### config.mk
export PLATFORM = sky130hd
export DESIGN_NAME = pic_top
export DESIGN_NICKNAME = d
export VERILOG_FILES = /design/src/pic_pkg.sv /design/src/pic_top.sv /design/src/pic_trig.sv
export SDC_FILE = /design/constraint.sdc
export NUM_CORES = 1
export LEC_CHECK = 0
export ABC_AREA = 1
export BUFFER_PORTS_ARGS = -buffer_cell sky130_fd_sc_hd__buf_2
export CAP_MARGIN = 0
export CORE_MARGIN = 4
export CORE_UTILIZATION = 45
export DETAILED_ROUTE_END_ITERATION = 6
export PLACE_DENSITY = 0.75
export SETUP_SLACK_MARGIN = 0.2
export SLEW_MARGIN = 30
export SYNTH_ARGS = -nofsm -noshare
export SYNTH_HDL_FRONTEND = slang
export SYNTH_SLANG_ARGS = --single-unit
export TNS_END_PERCENT = 5
### constraint.sdc
create_clock -name CLK_SYS_I -period 15.3 [get_ports CLK_SYS_I]
set_input_delay 3.06 -clock CLK_SYS_I [delete_from_list [all_inputs] [get_ports CLK_SYS_I]]
set_output_delay 3.06 -clock CLK_SYS_I [all_outputs]
set_load 0.005 [all_outputs]
### src/pic_pkg.sv
// constants and types shared by the prioritised interrupt controller
package pic_pkg;

   localparam int          PIC_CHANNELS  = 32;
   localparam int          PIC_LEVELS    = 8;
   // channels that carry a source: 2, 3, 7 and 12..21
   localparam logic [31:0] PIC_ASSIGNED  = 32'h003F_F08C;
   localparam logic [4:0]  CH_EXT_GROUP  = 5'h02;
   localparam int          EXT_PINS      = 2;

   // trigger type encoding
   localparam logic [1:0]  TRIG_LOW      = 2'h0;
   localparam logic [1:0]  TRIG_HIGH     = 2'h1;
   localparam logic [1:0]  TRIG_FALL     = 2'h2;
   localparam logic [1:0]  TRIG_RISE     = 2'h3;

   // source control word layout and reset value
   localparam int          SCR_TYPE_LSB  = 6;
   localparam int          SCR_PRIO_LSB  = 0;
   localparam logic [31:0] SCR_RESET     = 32'h0000_0047;
   localparam logic [1:0]  SCR_TYPE_RST  = SCR_RESET[7:6];
   localparam logic [2:0]  SCR_PRIO_RST  = SCR_RESET[2:0];

   // other reset values
   localparam logic [3:0]  IRQSC_RESET   = 4'h0;
   localparam logic [31:0] MASK_RESET    = 32'h0000_0000;
   localparam logic [7:0]  INSVC_RESET   = 8'h00;
   localparam logic [3:0]  LVL_NONE      = 4'h8;

   // word indices (byte offset / 4)
   localparam logic [7:0]  IDX_SCR_LAST  = 8'h1F;
   localparam logic [7:0]  IDX_IRQSC     = 8'h20;
   localparam logic [7:0]  IDX_IRSR      = 8'h40;
   localparam logic [7:0]  IDX_IASR      = 8'h41;
   localparam logic [7:0]  IDX_ISR       = 8'h42;
   localparam logic [7:0]  IDX_IPER      = 8'h43;
   localparam logic [7:0]  IDX_ISNR      = 8'h44;
   localparam logic [7:0]  IDX_IMR       = 8'h45;
   localparam logic [7:0]  IDX_OISR      = 8'h46;
   localparam logic [7:0]  IDX_MECR      = 8'h48;
   localparam logic [7:0]  IDX_MDCR      = 8'h49;
   localparam logic [7:0]  IDX_EOSCR     = 8'h4C;

   typedef enum logic [1:0] {
      ST_IDLE = 2'b01,
      ST_ACK  = 2'b10
   } pic_bus_state_t;

endpackage

### src/pic_top.sv
// prioritised interrupt controller with classic wishbone register slave
//
// Local design decisions: the register offsets and the Wishbone slave port.
`timescale 1ns/10ps
`default_nettype none
module pic_top
   import pic_pkg::*;
(
   // clock and reset
   input  wire logic        CLK_SYS_I,
   input  wire logic        RST_I,
   // wishbone slave
   input  wire logic        CYC_I,
   input  wire logic        STB_I,
   input  wire logic        WE_I,
   input  wire logic [31:0] ADR_I,
   input  wire logic [3:0]  SEL_I,
   input  wire logic [31:0] DAT_I,
   output logic [31:0]      DAT_O,
   output logic             ACK_O,
   // interrupt sources
   input  wire logic [31:0] PERIPH_REQ_I,
   input  wire logic [1:0]  EXT_PIN_I,
   // processor requests
   output logic             CPU_NORMAL_REQUEST_N_O,
   output logic             CPU_FAST_REQUEST_N_O
);

   ////////////////////////////////////////////////////////////////////////
   // helpers

   function automatic logic [31:0] lane_mask(input logic [3:0] sel);
      logic [31:0] m;
      m = {{8{sel[3]}}, {8{sel[2]}}, {8{sel[1]}}, {8{sel[0]}}};
      return m;
   endfunction

   // most urgent level in service, LVL_NONE if idle
   function automatic logic [3:0] lowest_level(input logic [7:0] v);
      logic [3:0] r;
      r = LVL_NONE;
      for (int i = PIC_LEVELS - 1; i >= 0; i--) begin
         if (v[i]) begin
            r = 4'(i);
         end
      end
      return r;
   endfunction

   ////////////////////////////////////////////////////////////////////////
   // state

   pic_bus_state_t state;
   pic_bus_state_t next_state;
   logic [1:0]     scr_type [PIC_CHANNELS];
   logic [2:0]     scr_prio [PIC_CHANNELS];
   logic [3:0]     irqsc;
   logic [31:0]    mask;
   logic [7:0]     in_service;
   logic [7:0]     next_in_service;
   logic [1:0]     pin_meta;
   logic [1:0]     pin_sync;

   ////////////////////////////////////////////////////////////////////////
   // bus decode

   wire logic       req      = CYC_I & STB_I & (state == ST_IDLE);
   wire logic       wr       = req & WE_I;
   wire logic       rd       = req & ~WE_I;
   wire logic [7:0] idx      = ADR_I[9:2];
   wire logic [4:0] sel_ch   = idx[4:0];
   wire logic       hit_scr  = (idx <= IDX_SCR_LAST);
   wire logic       ch_used  = PIC_ASSIGNED[sel_ch];
   wire logic [31:0] wmask   = DAT_I & lane_mask(SEL_I);

   wire logic wr_scr   = wr & hit_scr & SEL_I[0] & ch_used;
   wire logic wr_irqsc = wr & (idx == IDX_IRQSC) & SEL_I[0];
   wire logic wr_mecr  = wr & (idx == IDX_MECR);
   wire logic wr_mdcr  = wr & (idx == IDX_MDCR);
   wire logic wr_eos   = wr & (idx == IDX_EOSCR);
   wire logic rd_isnr  = rd & (idx == IDX_ISNR);

   assign next_state = req ? ST_ACK : ST_IDLE;

   ////////////////////////////////////////////////////////////////////////
   // sources

   logic [31:0] chan_raw;
   logic [31:0] chan_active;
   logic [1:0]  ext_active;
   logic [31:0] lvl_ok;
   logic [31:0] eligible;
   logic [31:0] take_ch;
   logic        take;
   logic        win_found;
   logic [3:0]  win_lvl;
   logic [4:0]  win_ch;
   logic [3:0]  cur_lvl;
   logic [7:0]  push_vec;
   logic [7:0]  pop_vec;

   wire logic take_ext = take_ch[CH_EXT_GROUP];

   // pin inputs are asynchronous; meta stage feeds the sync stage only
   always_ff @(posedge CLK_SYS_I) begin
      if (RST_I) begin
         pin_meta <= 2'h0;
         pin_sync <= 2'h0;
      end else begin
         pin_meta <= EXT_PIN_I;
         pin_sync <= pin_meta;
      end
   end

   for (genvar p = 0; p < EXT_PINS; p++) begin : g_pin
      pic_trig u_pin (
         .clk_i    (CLK_SYS_I),
         .rst_i    (RST_I),
         .level_i  (pin_sync[p]),
         .type_i   (irqsc[2*p+1:2*p]),
         .take_i   (take_ext),
         .active_o (ext_active[p])
      );
   end

   // peripheral lines are active-high levels; reserved channels read zero
   assign chan_raw = {PERIPH_REQ_I[31:3], |ext_active, PERIPH_REQ_I[1:0]}
                     & PIC_ASSIGNED;

   for (genvar ch = 0; ch < PIC_CHANNELS; ch++) begin : g_ch
      if (PIC_ASSIGNED[ch]) begin : g_used
         pic_trig u_trig (
            .clk_i    (CLK_SYS_I),
            .rst_i    (RST_I),
            .level_i  (chan_raw[ch]),
            .type_i   (scr_type[ch]),
            .take_i   (take_ch[ch]),
            .active_o (chan_active[ch])
         );
      end else begin : g_rsvd
         assign chan_active[ch] = 1'b0;
      end
      // only strictly more urgent than the level in service may pass
      assign lvl_ok[ch]  = ({1'b0, scr_prio[ch]} < cur_lvl);
      assign take_ch[ch] = take & (win_ch == 5'(ch));
   end

   assign eligible = chan_active & mask & lvl_ok;

   ////////////////////////////////////////////////////////////////////////
   // arbitration

   // strict compare keeps the first, lowest channel on a tie
   always_comb begin
      win_found = 1'b0;
      win_lvl   = LVL_NONE;
      win_ch    = 5'h00;
      for (int ch = 0; ch < PIC_CHANNELS; ch++) begin
         if (eligible[ch] && ({1'b0, scr_prio[ch]} < win_lvl)) begin
            win_found = 1'b1;
            win_lvl   = {1'b0, scr_prio[ch]};
            win_ch    = 5'(ch);
         end
      end
   end

   wire logic fast_act   = win_found & (win_lvl == 4'h0);
   wire logic normal_act = win_found & (win_lvl != 4'h0);

   // reading the source number is the acknowledge that starts service
   assign take     = rd_isnr & win_found;
   assign cur_lvl  = lowest_level(in_service);
   assign push_vec = take ? (8'h01 << win_lvl[2:0]) : 8'h00;
   assign pop_vec  = (wr_eos && cur_lvl != LVL_NONE) ?
                     (8'h01 << cur_lvl[2:0]) : 8'h00;
   // a level-0 winner still passes while a normal level is in service
   assign next_in_service = (in_service & ~pop_vec) | push_vec;

   ////////////////////////////////////////////////////////////////////////
   // read mux

   logic [31:0] rd_word;
   wire logic [31:0] scr_word = ch_used ?
      {24'h00_0000, scr_type[sel_ch], 3'h0, scr_prio[sel_ch]} : 32'h0000_0000;

   always_comb begin
      rd_word = 32'h0000_0000;
      if (hit_scr) begin
         rd_word = scr_word;
      end else begin
         unique case (idx)
            IDX_IRQSC: rd_word = {28'h000_0000, irqsc};
            IDX_IRSR:  rd_word = chan_raw;
            IDX_IASR:  rd_word = chan_active;
            IDX_ISR:   rd_word = chan_active & mask;
            IDX_IPER:  rd_word = {25'h000_0000, win_ch, 2'h0};
            IDX_ISNR:  rd_word = {27'h000_0000, win_ch};
            IDX_IMR:   rd_word = mask;
            IDX_OISR:  rd_word = {30'h0000_0000, normal_act, fast_act};
            default:   rd_word = 32'h0000_0000;
         endcase
      end
   end

   ////////////////////////////////////////////////////////////////////////
   // registers

   always_ff @(posedge CLK_SYS_I) begin
      if (RST_I) begin
         state <= ST_IDLE;
         ACK_O <= 1'b0;
         DAT_O <= 32'h0000_0000;
      end else begin
         state <= next_state;
         ACK_O <= req;
         DAT_O <= rd ? rd_word : 32'h0000_0000;
      end
   end

   always_ff @(posedge CLK_SYS_I) begin
      if (RST_I) begin
         for (int ch = 0; ch < PIC_CHANNELS; ch++) begin
            scr_type[ch] <= SCR_TYPE_RST;
            scr_prio[ch] <= SCR_PRIO_RST;
         end
      end else if (wr_scr) begin
         scr_type[sel_ch] <= DAT_I[SCR_TYPE_LSB +: 2];
         scr_prio[sel_ch] <= DAT_I[SCR_PRIO_LSB +: 3];
      end
   end

   always_ff @(posedge CLK_SYS_I) begin
      if (RST_I) begin
         irqsc      <= IRQSC_RESET;
         mask       <= MASK_RESET;
         in_service <= INSVC_RESET;
      end else begin
         if (wr_irqsc) begin
            irqsc <= DAT_I[3:0];
         end
         if (wr_mecr) begin
            mask <= (mask | wmask) & PIC_ASSIGNED;
         end else if (wr_mdcr) begin
            mask <= mask & ~wmask;
         end
         in_service <= next_in_service;
      end
   end

   // outputs straight from flops, active low
   always_ff @(posedge CLK_SYS_I) begin
      if (RST_I) begin
         CPU_FAST_REQUEST_N_O   <= 1'b1;
         CPU_NORMAL_REQUEST_N_O <= 1'b1;
      end else begin
         CPU_FAST_REQUEST_N_O   <= ~fast_act;
         CPU_NORMAL_REQUEST_N_O <= ~normal_act;
      end
   end

endmodule
`default_nettype wire

### src/pic_trig.sv
// per-source trigger qualifier: level or edge, either polarity
`timescale 1ns/10ps
`default_nettype none
module pic_trig
   import pic_pkg::*;
(
   // clock and reset
   input  wire logic       clk_i,
   input  wire logic       rst_i,
   // source and setup
   input  wire logic       level_i,
   input  wire logic [1:0] type_i,
   input  wire logic       take_i,
   // qualified request
   output logic            active_o
);

   logic prev;
   logic pend;
   logic next_pend;

   wire logic rise     = level_i & ~prev;
   wire logic fall     = ~level_i & prev;
   wire logic is_edge  = type_i[1];
   wire logic edge_hit = (type_i == TRIG_RISE) ? rise : fall;

   // edge pending self-clears on take; a new edge in that cycle wins
   assign next_pend = is_edge & (edge_hit | (pend & ~take_i));

   always_ff @(posedge clk_i) begin
      if (rst_i) begin
         prev <= 1'b0;
         pend <= 1'b0;
      end else begin
         prev <= level_i;
         pend <= next_pend;
      end
   end

   // level modes follow the input and are never cleared here
   assign active_o = is_edge ? pend :
                     ((type_i == TRIG_HIGH) ? level_i : ~level_i);

endmodule
`default_nettype wire

* Yosys cells after proc, flatten, opt, wreduce, memory -nomap -nowiden
Memories as Yosys holds them, arrays and structs flattened. Cells that the tools add are included.
Cells by class: $lt $le $gt $ge 65, equality and inequality tests 56, shift operators 2, multiplexer cells 168, bitwise logic cells 160, reduce and logical (&&, ||, !) cells 40
Operator list (count):
- $pmux 32 s8 | 1
- $lt 3x4->1 | 63
- $mux 4 | 40
- $mux 5 | 32
- $and 32x32->32 | 3
- $and 1x1->1 | 89
- $mux 1 | 86
- $eq 8x7->1 const B | 10
- $not 1->1 | 47
- $mux 22 | 2
- $and 22x32->32 | 1
- $eq 2x1->1 const B | 16
- $logic_and 1x1->1 | 32
- $mux 32 | 1
- $not 32->32 | 1
- $eq 2x2->1 const B | 15
- $eq 5x5->1 const B | 6
- $mux 8 | 3
- $or 22x22->22 | 1
- $eq 5x4->1 const B | 4
- $shl 1x3->8 const A | 2
- $or 1x1->1 | 15
- $eq 5x2->1 const B | 2
- $and 8x8->8 | 1
- other kinds (14) | 18
Word-level totals: register bits 115, RAM bits 160, bits in read-only memories 32, input bits 107, output and inout bits 35, logic and storage cells 535, memories 3
Memories:
- scr_prio | depth 32, bits a word 3, read ports 33, clocked after Yosys merged registers in 0, wr ports 32, line pic_top.sv:56 | logic [2:0] scr_prio [PIC_CHANNELS];
- scr_type | depth 32, bits a word 2, read ports 14, clocked after Yosys merged registers in 0, wr ports 32, line pic_top.sv:55 | logic [1:0] scr_type [PIC_CHANNELS];
- (name not given) | depth 32, bits a word 1, read ports 1, clocked after Yosys merged registers in 0, wr ports 0, line pic_top.sv:73 | wire logic ch_used = PIC_ASSIGNED[sel_ch];

* Longest topological paths before layout
Gate-level depths: netlist (run 1).
depth in word-level cells 110, mapped depth 114, mapped depth without buffers 113

* Cells and area by module
From an unflattened synthesis (run 1), not the netlist that was laid out.
Second synthesis, totals: cells, all modules 1768, area total of the unflattened synthesis 14355.0 um2
By module, submodules not included:
- pic_top | instances 1, cells an instance 1453, area an instance 12572.1 um2, seq. area each 6486.2 um2
- pic_trig | instances 15, cells an instance 21, area an instance 118.9 um2, seq. area each 40.0 um2

* Least setup slack after synthesis (run 1)
Ideal clock, no wire load.
kind input port to flip-flop, start point input PERIPH_REQ_I[3], end point register DAT_O[1], library setup time 0.125 ns, arrival time 13.141 ns, setup slack 2.035 ns, cell stages on the path 94, cell sequence inv_1 -> nor2_1 -> o21ai_0 -> o21ai_0 -> nor2_1 -> inv_1 -> nor2_2 -> nand2_2 -> inv_2 -> nand2_4 -> o21ai_0 -> ha_1 -> nand2_1 -> nand2_1 -> nand2_2 -> nand2_4 -> o21ai_0 -> ha_1 -> (+58 left out) -> nand2_1 -> nand2_2 -> nand2_4 -> nand2_1 -> o21ai_1 -> ha_1 -> inv_1 -> nor2_2 -> nand2_2 -> nand2_4 -> buf_8 -> nand2_2 -> nand2_2 -> nand3_2 -> nand2_1 -> nand2_1 -> nand2_1 -> nand2_1
Between the ends: longest elaborated chain between the ends 95, elaborated cells on any way between the ends 153
RTL lines:
- start, declared | line pic_top.sv:22 | input wire logic [31:0] PERIPH_REQ_I,
- $not 1->1 | line pic_trig.sv:42 | ((type_i == TRIG_HIGH) ? level_i : ~level_i);
- $mux 1 (*) | line pic_trig.sv:42
- $mux 1 (*) | line pic_trig.sv:41 | assign active_o = is_edge ? pend :
- $and 22x32->32 (*) | line pic_top.sv:148 | assign eligible = chan_active & mask & lvl_ok;
- $and 32x32->32 (*) | line pic_top.sv:148
- $logic_and 1x1->1 (*) | line pic_top.sv:159 | if (eligible[ch] && ({1'b0, scr_prio[ch]} < win_lvl)) begin
- $mux 4 | line pic_top.sv:159
- $lt 3x4->1 | line pic_top.sv:159
- (+79 left out)
- $mux 4 | line pic_top.sv:159
- $lt 3x4->1 | line pic_top.sv:159
- $logic_and 1x1->1 | line pic_top.sv:159
- $mux 4 | line pic_top.sv:159
- $reduce_bool 4->1 | line pic_top.sv:168 | wire logic normal_act = win_found & (win_lvl != 4'h0);
- $and 1x1->1 | line pic_top.sv:168
- $pmux 32 s8 (*) | line pic_top.sv:191 | unique case (idx)
- $mux 32 (*) | line pic_top.sv:188 | if (hit_scr) begin
- end signal, assigned | line pic_top.sv:216 | DAT_O <= rd ? rd_word : 32'h0000_0000;
- end, declared | line pic_top.sv:19 | output logic [31:0] DAT_O,
Mark *: on every way between the ends. The rest lies on a longest branch, timed or not. A chain may end at the register's enable or synchronous reset.

* Worst setup path in the final report (run 1)
start point input PERIPH_REQ_I[3], end point register g_ch[18].g_used.u_trig.pend
Between the ends: longest elaborated chain between the ends 97, elaborated cells on any way between the ends 155
RTL lines:
- $not 1->1 | line pic_trig.sv:42
- $mux 1 (*) | line pic_trig.sv:42
- $mux 1 (*) | line pic_trig.sv:41
- $and 22x32->32 (*) | line pic_top.sv:148
- $and 32x32->32 (*) | line pic_top.sv:148
- $logic_and 1x1->1 (*) | line pic_top.sv:159
- $mux 4 | line pic_top.sv:159
- $lt 3x4->1 | line pic_top.sv:159
- (+81 left out)
- $logic_and 1x1->1 | line pic_top.sv:159
- $mux 5 or $mux 1 (tied branches) | line pic_top.sv:159
- $eq 5x5->1 or $and 1x1->1 (tied branches) | line pic_top.sv:145, pic_top.sv:171
- $and 1x1->1 (*) | line pic_top.sv:145 | assign take_ch[ch] = take & (win_ch == 5'(ch));
- $not 1->1 (*) | line pic_trig.sv:28 | assign next_pend = is_edge & (edge_hit | (pend & ~take_i));
- $and 1x1->1 (*) | line pic_trig.sv:28
- $or 1x1->1 (*) | line pic_trig.sv:28
- $and 1x1->1 (*) | line pic_trig.sv:28
- end signal, assigned | line pic_trig.sv:36 | pend <= next_pend;
- end, declared | line pic_trig.sv:19 | logic pend;
Marks and branches as above.

==> impl_metrics.csv, run 1 <==
group,metric,value,unit
worst_setup_path,path_class,"input pin to flop",
power,pwr-share-clk,40.6,%
power,powerDensity,94.7,mW/mm²
timing,setup_tns,0,ns
worst_setup_path,critPathArrivalTime,14.42,ns
timing,hold_viol,0,
synth,yosysSeqAreaShare,50.0,%
worst_setup_path,path_max_fanout,15,
min_path,worstHoldStart,"pin_meta[0]$_SDFF_PP0_",
synth,synth_cells,1701,
worst_setup_path,crit_path_frequent_cell,"nand2_1",
timing,drv_slew,0,
timing,min_period,14.01,ns
die,io_pins,142,
synth,synth_edf_count,160,
min_path,holdCritPathClass,"flop to flop",
timing,whs,0.406,ns
worst_setup_path,r2r_slack,2.56,ns
layout,nets,2025,
power,internal-power,1.19,mW
synth,async_reset_ff_share,0,%
timing,fmaxAchievable,0.0714,GHz
worst_setup_path,end_kind,"flop",
global_routing,grt_pass1_wl,63100,µm
clocking,htreeDepth,1,
detailed_routing,num_vias,12600,
worst_setup_path,cp_data_required_time,15.71,ns
die,initial_core_util,46.0,%
detailed_routing,drt_first_pass_iters,6,
timing,rsz0062_at_grt,"true",
place,numPortBuffers,97,
timing,finalCritPeriodShare,91.6,%
synth,ys.flop_type,"edfxtp_1",
clocking,cts.path.max_buffers,3,
synth,netlist_area,0.0142,mm²
layout,n_antenna_cell,0,
flow_run,cap_violations,0,
synth,syn_avg_cell_area,8.33,µm²
clocking,cts_tree,"built",
power,seq_power_share,53.0,%
clocking,clk_pin_slew_worst_paths,0.06,ns
place,dp_hpwl,30200,µm
layout,drive_above_1_share,12.7,%
worst_setup_path,r2r-start,"in_service[0]$_SDFF_PP0_",
worst_setup_path,worstSetupStartpoint,"PERIPH_REQ_I[3]",
detailed_routing,wl,41300,µm
worst_setup_path,crit_slowest_cell,"nand4_1",
status,status,"completed",
power,switching_power,0.347,mW
global_routing,grt_pass1_vias,11900,
place,gp_congestion,0.969,
detailed_routing,drtAntennaViolNets,0,
power,switching_share,22.6,%
synth,synthDistinctLibCells,57,
timing,setup_viol,0,
timing,skew,0.0143,ns
power,comb_power_share,6.3,%
clocking,clock-sinks,274,
clocking,insertion_delay,0.53,ns
clocking,hold_buffers,0,
clocking,cts-root-buf,"clkbuf_16",
synth,ys_seq_elements,274,
global_routing,grt_max_degree,58,
timing,slew-limit-headroom,36.4,%
die,die-area,0.0344,mm²
timing,layout_setup_ws,1.29,ns
detailed_routing,via_per_inst,5.49,
place,pre_cts_slack,0.0603,ns
global_routing,overflow,0,
global_routing,grt_usage,23.4,%
die,row_count,64,
detailed_routing,drt-initial-drc-count,1173,
synth,yosysWarnings,0,
layout,area_delta_synth_final,14.7,%
die,die_y,185,µm
die,die_w,185,µm
die,coreArea,0.0308,mm²
global_routing,antenna_found_initial,0,
worst_setup_path,slowest_delay,0.39,ns
worst_setup_path,crit_path_start_kind,"input pin",
power,p_leak,6.87,nW
detailed_routing,post-route-drc-count,0,
clocking,cts_made_buffers,27,
timing,worstMarginPinSlew,0.952,ns
detailed_routing,wire_per_inst,18.0,µm
power,vdd_drop_max,98.9,µV
==> cell type report <==
cell class,count,area (µm²)
timing repair buffer,118,646
sequential,274,7090
fill,2845,14600
inverter,225,847
multi-input combinational,1227,6360
tap,396,495
clock inverter,4,46.3
clock buffer,44,771
==> metal layers <==
metal  vias to the layer above  share of wire (%)  track usage [%]
met2                       558                 46             38.4
met5                         -                  0                0
met3                       112                8.9             3.32
met1                      5875                 41             31.8
li1                       6016                  -                -
met4                         0                3.9             8.63
==> power groups by stage <==
stage | sequential, mW | clock (mW) | combinational [mW]
after global routing | 0.818 | 0.668 | 0.107
final | 0.816 | 0.626 | 0.0975
after floorplan | 0.829 | 0 | 0.0588
after detailed placement | 0.832 | 0 | 0.0940
after CTS | 0.816 | 0.634 | 0.0945
after global placement | 0.831 | 0 | 0.0923
==> metrics by stage <==
| step | total power, mW | area, µm² | instances | util (%) |
|---|---|---|---|---|
| after global routing | 1.59 | 16300 | 2288 | 52.7 |
| after global placement | 0.923 | 15400 | 2239 | 49.9 |
| after floorplan | 0.888 | 14500 | 1794 | - |
| after CTS | 1.54 | 16200 | 2287 | 52.6 |
| final | 1.54 | 16300 | 2288 | 52.7 |
| after detailed placement | 0.926 | 15400 | 2239 | 49.9 |
==> flip-flops by register name, summed over array words and instances (netlist names), 4 cells and up <==
register                 flops
g_ch.g_used.u_trig.prev     13
scr_prio                    96
in_service                   8
scr_type                    64
mask                        32
g_ch.g_used.u_trig.pend     13
irqsc                        4
DAT_O                       32
==> cell usage in the layout (no fill, tap or decap), drive strengths merged, types with 7 or more instances in the layout <==
cell	n
dfxtp	114
o22ai	14
conb	95
edfxtp	160
clkinv	14
clkbuf	44
ha	45
a31oi	41
a22oi	34
nand3	122
o221ai	7
nor3	22
nor2	150
nand4	8
nand2	440
buf	118
a21oi	86
inv	213
o21ai	95
==> path summary, 6_finish.rpt <==
check,end,cells past startpoint
setup / recovery,g_ch[18].g_used.u_trig.pend$_SDFF_PP0_,94
hold / removal,pin_sync[0]$_SDFF_PP0_,2
setup reg to reg,g_ch[18].g_used.u_trig.pend$_SDFF_PP0_,99
hold reg to reg,pin_sync[0]$_SDFF_PP0_,2
==> worst max-delay path: cells and delay by family <==
kind                     cells  cell delay, ns
AO/OA/AOI/OAI               17            2.51
adder cells (fa/ha/maj)     11            2.89
buffers and inverters       12            0.79
AND/OR/NAND/NOR             54            5.15
==> synth_stat cells, drive strengths merged (4+ instances only) <==
library cell,n,area share (%)
dfxtp,114,16
nand3,122,4.4
ha,45,4.0
nand4,8,0.35
o21ai,95,3.4
inv,213,5.7
o221ai,7,0.43
a22oi,34,1.8
xor2,4,0.25
a21oi,86,3.2
clkbuf,60,1.6
nand2,440,13
a41oi,6,0.37
clkinv,12,0.32
nor2,150,4.3
nor3,22,0.81
buf,8,0.43
a31oi,41,1.8
o211a,5,0.35
nor4,5,0.22
o41ai,6,0.37
edfxtp,160,34
o211ai,4,0.21
o2111ai,5,0.31
o22ai,14,0.62
a221oi,6,0.37
==> kinds of logic after synthesis <==
family,after synthesis,share of synthesized area [%]
buf+inv,293,8.00
fa+ha+maj,45,3.97
simple gates,755,23.3
other cells,2,0.0530
flops,274,50.0
xor+xnor,4,0.247
compound gates,328,14.4
==> what timing repair did <==
action,in CTS,in global routing
endpoints found under the setup margin,0,32
gates resized for setup,0,22
buffers inserted,0,1
Note: power is estimated with default switching activity, not from simulation.
==> run 2, diff against run 1 <==
- CORE_ASPECT_RATIO: unset -> 0.5
- PLACE_DENSITY: 0.75 -> 0.62
- clock period: 15.3 -> 17.1 ns (I/O delays scaled with it)
==> run 2 against run 1 <==
Critical path depth decreased by 1; combinational power decreased by 5.0%; critical endpoint is now DAT_O[0]$_SDFF_PP0_; register-to-register slack gained 0.81 ns; count of clock-buffer cells in the layout down 12; worst setup slack better by 0.23 ns; final area is 0.75% higher; die area grew 0.50%; global-route usage increased by 1.2 points; sequential cell count unchanged; wire length grew 5.4%; hold slack worse by 0.0027 ns; clock power is essentially flat.
==> impl_metrics.csv, run 2 (synthesis results as in run 1) <==
group,metric,value,unit
layout,postLayoutCellArea,0.0164,mm²
global_routing,overflow,0,
power,powerDensity,88.3,mW/mm²
detailed_routing,post-route-drc-count,0,
die,die_w,259,µm
worst_setup_path,path_max_fanout,15,
die,die_y,133,µm
global_routing,antenna_found_initial,2,
timing,fmaxAchievable,0.0642,GHz
timing,whs,0.403,ns
layout,area_delta_synth_final,15.6,%
layout,largest-register,"scr_prio",
detailed_routing,wl,43500,µm
timing,skew,0.0192,ns
worst_setup_path,crit_slowest_cell,"o21ai_1",
clocking,cts_tree,"built",
worst_setup_path,crit_path_start_kind,"input pin",
die,die-area,0.0346,mm²
worst_setup_path,critPathArrivalTime,16.06,ns
clocking,htreeDepth,1,
worst_setup_path,path_class,"input pin to flop",
worst_setup_path,crit_path_frequent_cell,"nand2_1",
global_routing,grt_max_degree,50,
layout,drive_above_1_share,12.9,%
status,status,"completed",
die,io_pins,142,
detailed_routing,num_vias,12400,
detailed_routing,via_per_inst,5.34,
timing,setup_tns,0,ns
place,numPortBuffers,97,
timing,finalCritPeriodShare,91.1,%
clocking,cts.path.max_buffers,3,
clocking,insertion_delay,0.56,ns
timing,setup_viol,0,
global_routing,grt_pass1_wl,65500,µm
timing,min_period,15.58,ns
layout,mostFrequentLayoutCell,"nand2_1",
die,initial_core_util,46.2,%
min_path,holdCritPathClass,"flop to flop",
layout,largest_register_ffs,96,
layout,nets,2024,
detailed_routing,drt_first_pass_iters,6,
layout,fin_util,53.4,%
clocking,cts_made_buffers,26,
layout,n_antenna_cell,0,
clocking,clock-sinks,274,
global_routing,grt_usage,24.6,%
place,dpl-instance-area,0.0155,mm²
worst_setup_path,slowest_delay,0.34,ns
timing,rsz0062_at_grt,"false",
detailed_routing,drt-initial-drc-count,1436,
die,row_count,45,
global_routing,grt_pass1_vias,11200,
detailed_routing,wire_per_inst,18.8,µm
timing,hold_viol,0,
layout,stdcell_count,2314,
clocking,clk_pin_slew_worst_paths,0.06,ns
timing,slew-limit-headroom,38.5,%
worst_setup_path,end_kind,"flop",
worst_setup_path,cp_data_required_time,17.58,ns
place,dp_hpwl,31000,µm
clocking,cts-root-buf,"clkbuf_16",
timing,drv_slew,0,
detailed_routing,drtAntennaViolNets,0,
place,dp_cells,2267,
place,gp_congestion,0.971,
power,vdd_drop_max,55.2,µV
layout,layout_common_cells,"nand2_1, inv_1, edfxtp_1, nor2_1, nand3_1",
timing,worstMarginPinSlew,0.923,ns
power,p_leak,6.93,nW
die,coreArea,0.0307,mm²
layout,largest_registers,"scr_prio: 96 flops, scr_type: 64 flops",
flow_run,cap_violations,0,
[run 2: cell count changes in the layout (fill, tap and decap cells not counted), moves of 2 or more]
cell / change
bufinv_16: +2
clkbuf_1: -13
clkbuf_16: +2
clkinv_1: +3
clkinv_2: +4
inv_6: +2
nor2_2: -3
nor2_4: +2
o21ai_0: +12
o21ai_1: -9
o21ai_2: -3
[run 2: layout make-up]
class	instances	area, µm²
Inverter	225	847
Tap cell	423	529
Multi-Input combinational cell	1227	6350
Clock buffer	32	758
Clock inverter	15	156
Fill cell	2878	14300
Sequential cell	274	7090
Timing Repair Buffer	118	646
[run 2: worst max-delay path: cells and delay by family]
kind	cells	cell delay, ns
adder cells (fa/ha/maj)	11	3.17
AND/OR/NAND/NOR	58	5.21
AO/OA/AOI/OAI	14	3.48
buffers and inverters	10	0.74
[run 2: power by group]
part | switching, mW | leakage (nW) | internal (mW)
Sequential | 0.00849 | 2.36 | 0.722
Clock | 0.263 | 0.453 | 0.361
Combinational | 0.0683 | 4.12 | 0.0244
Total | 0.339 | 6.93 | 1.11
[run 2: worst paths after layout]
check,start,endpoint,slack (ns),depth (start not counted)
setup / recovery,PERIPH_REQ_I[3],DAT_O[0]$_SDFF_PP0_,1.52,93
hold reg to reg,pin_meta[0]$_SDFF_PP0_,pin_sync[0]$_SDFF_PP0_,0.40,2
setup reg to reg,in_service[6]$_SDFF_PP0_,DAT_O[0]$_SDFF_PP0_,3.37,100
hold / removal,pin_meta[0]$_SDFF_PP0_,pin_sync[0]$_SDFF_PP0_,0.40,2
[run 2: stage by stage]
step / setup WS (ns) / total power, mW
after global placement: 1.06 / 0.833
final: 1.52 / 1.45
after global routing: 0.227 / 1.49
after detailed placement: 1.01 / 0.835
after floorplan: 3.47 / 0.794
after CTS: 1.51 / 1.45
[run 2: metal layers]
layer | up-vias | global-route usage (%) | wire length, µm
li1 | 6002 | - | -
met1 | 5743 | 36.7 | 20200
met2 | 540 | 33.4 | 16700
met3 | 70 | 9.42 | 5520
met4 | 2 | 6.20 | 1160
met5 | - | 0 | 7
[run 2: repair_timing]
| item | 4_1_cts | 5_1_grt |
|---|---|---|
| gates resized for setup | 0 | 3 |
| buffers inserted | 0 | 0 |
| hold buffers | 0 | 0 |
| setup endpoints to repair | 0 | 7 |
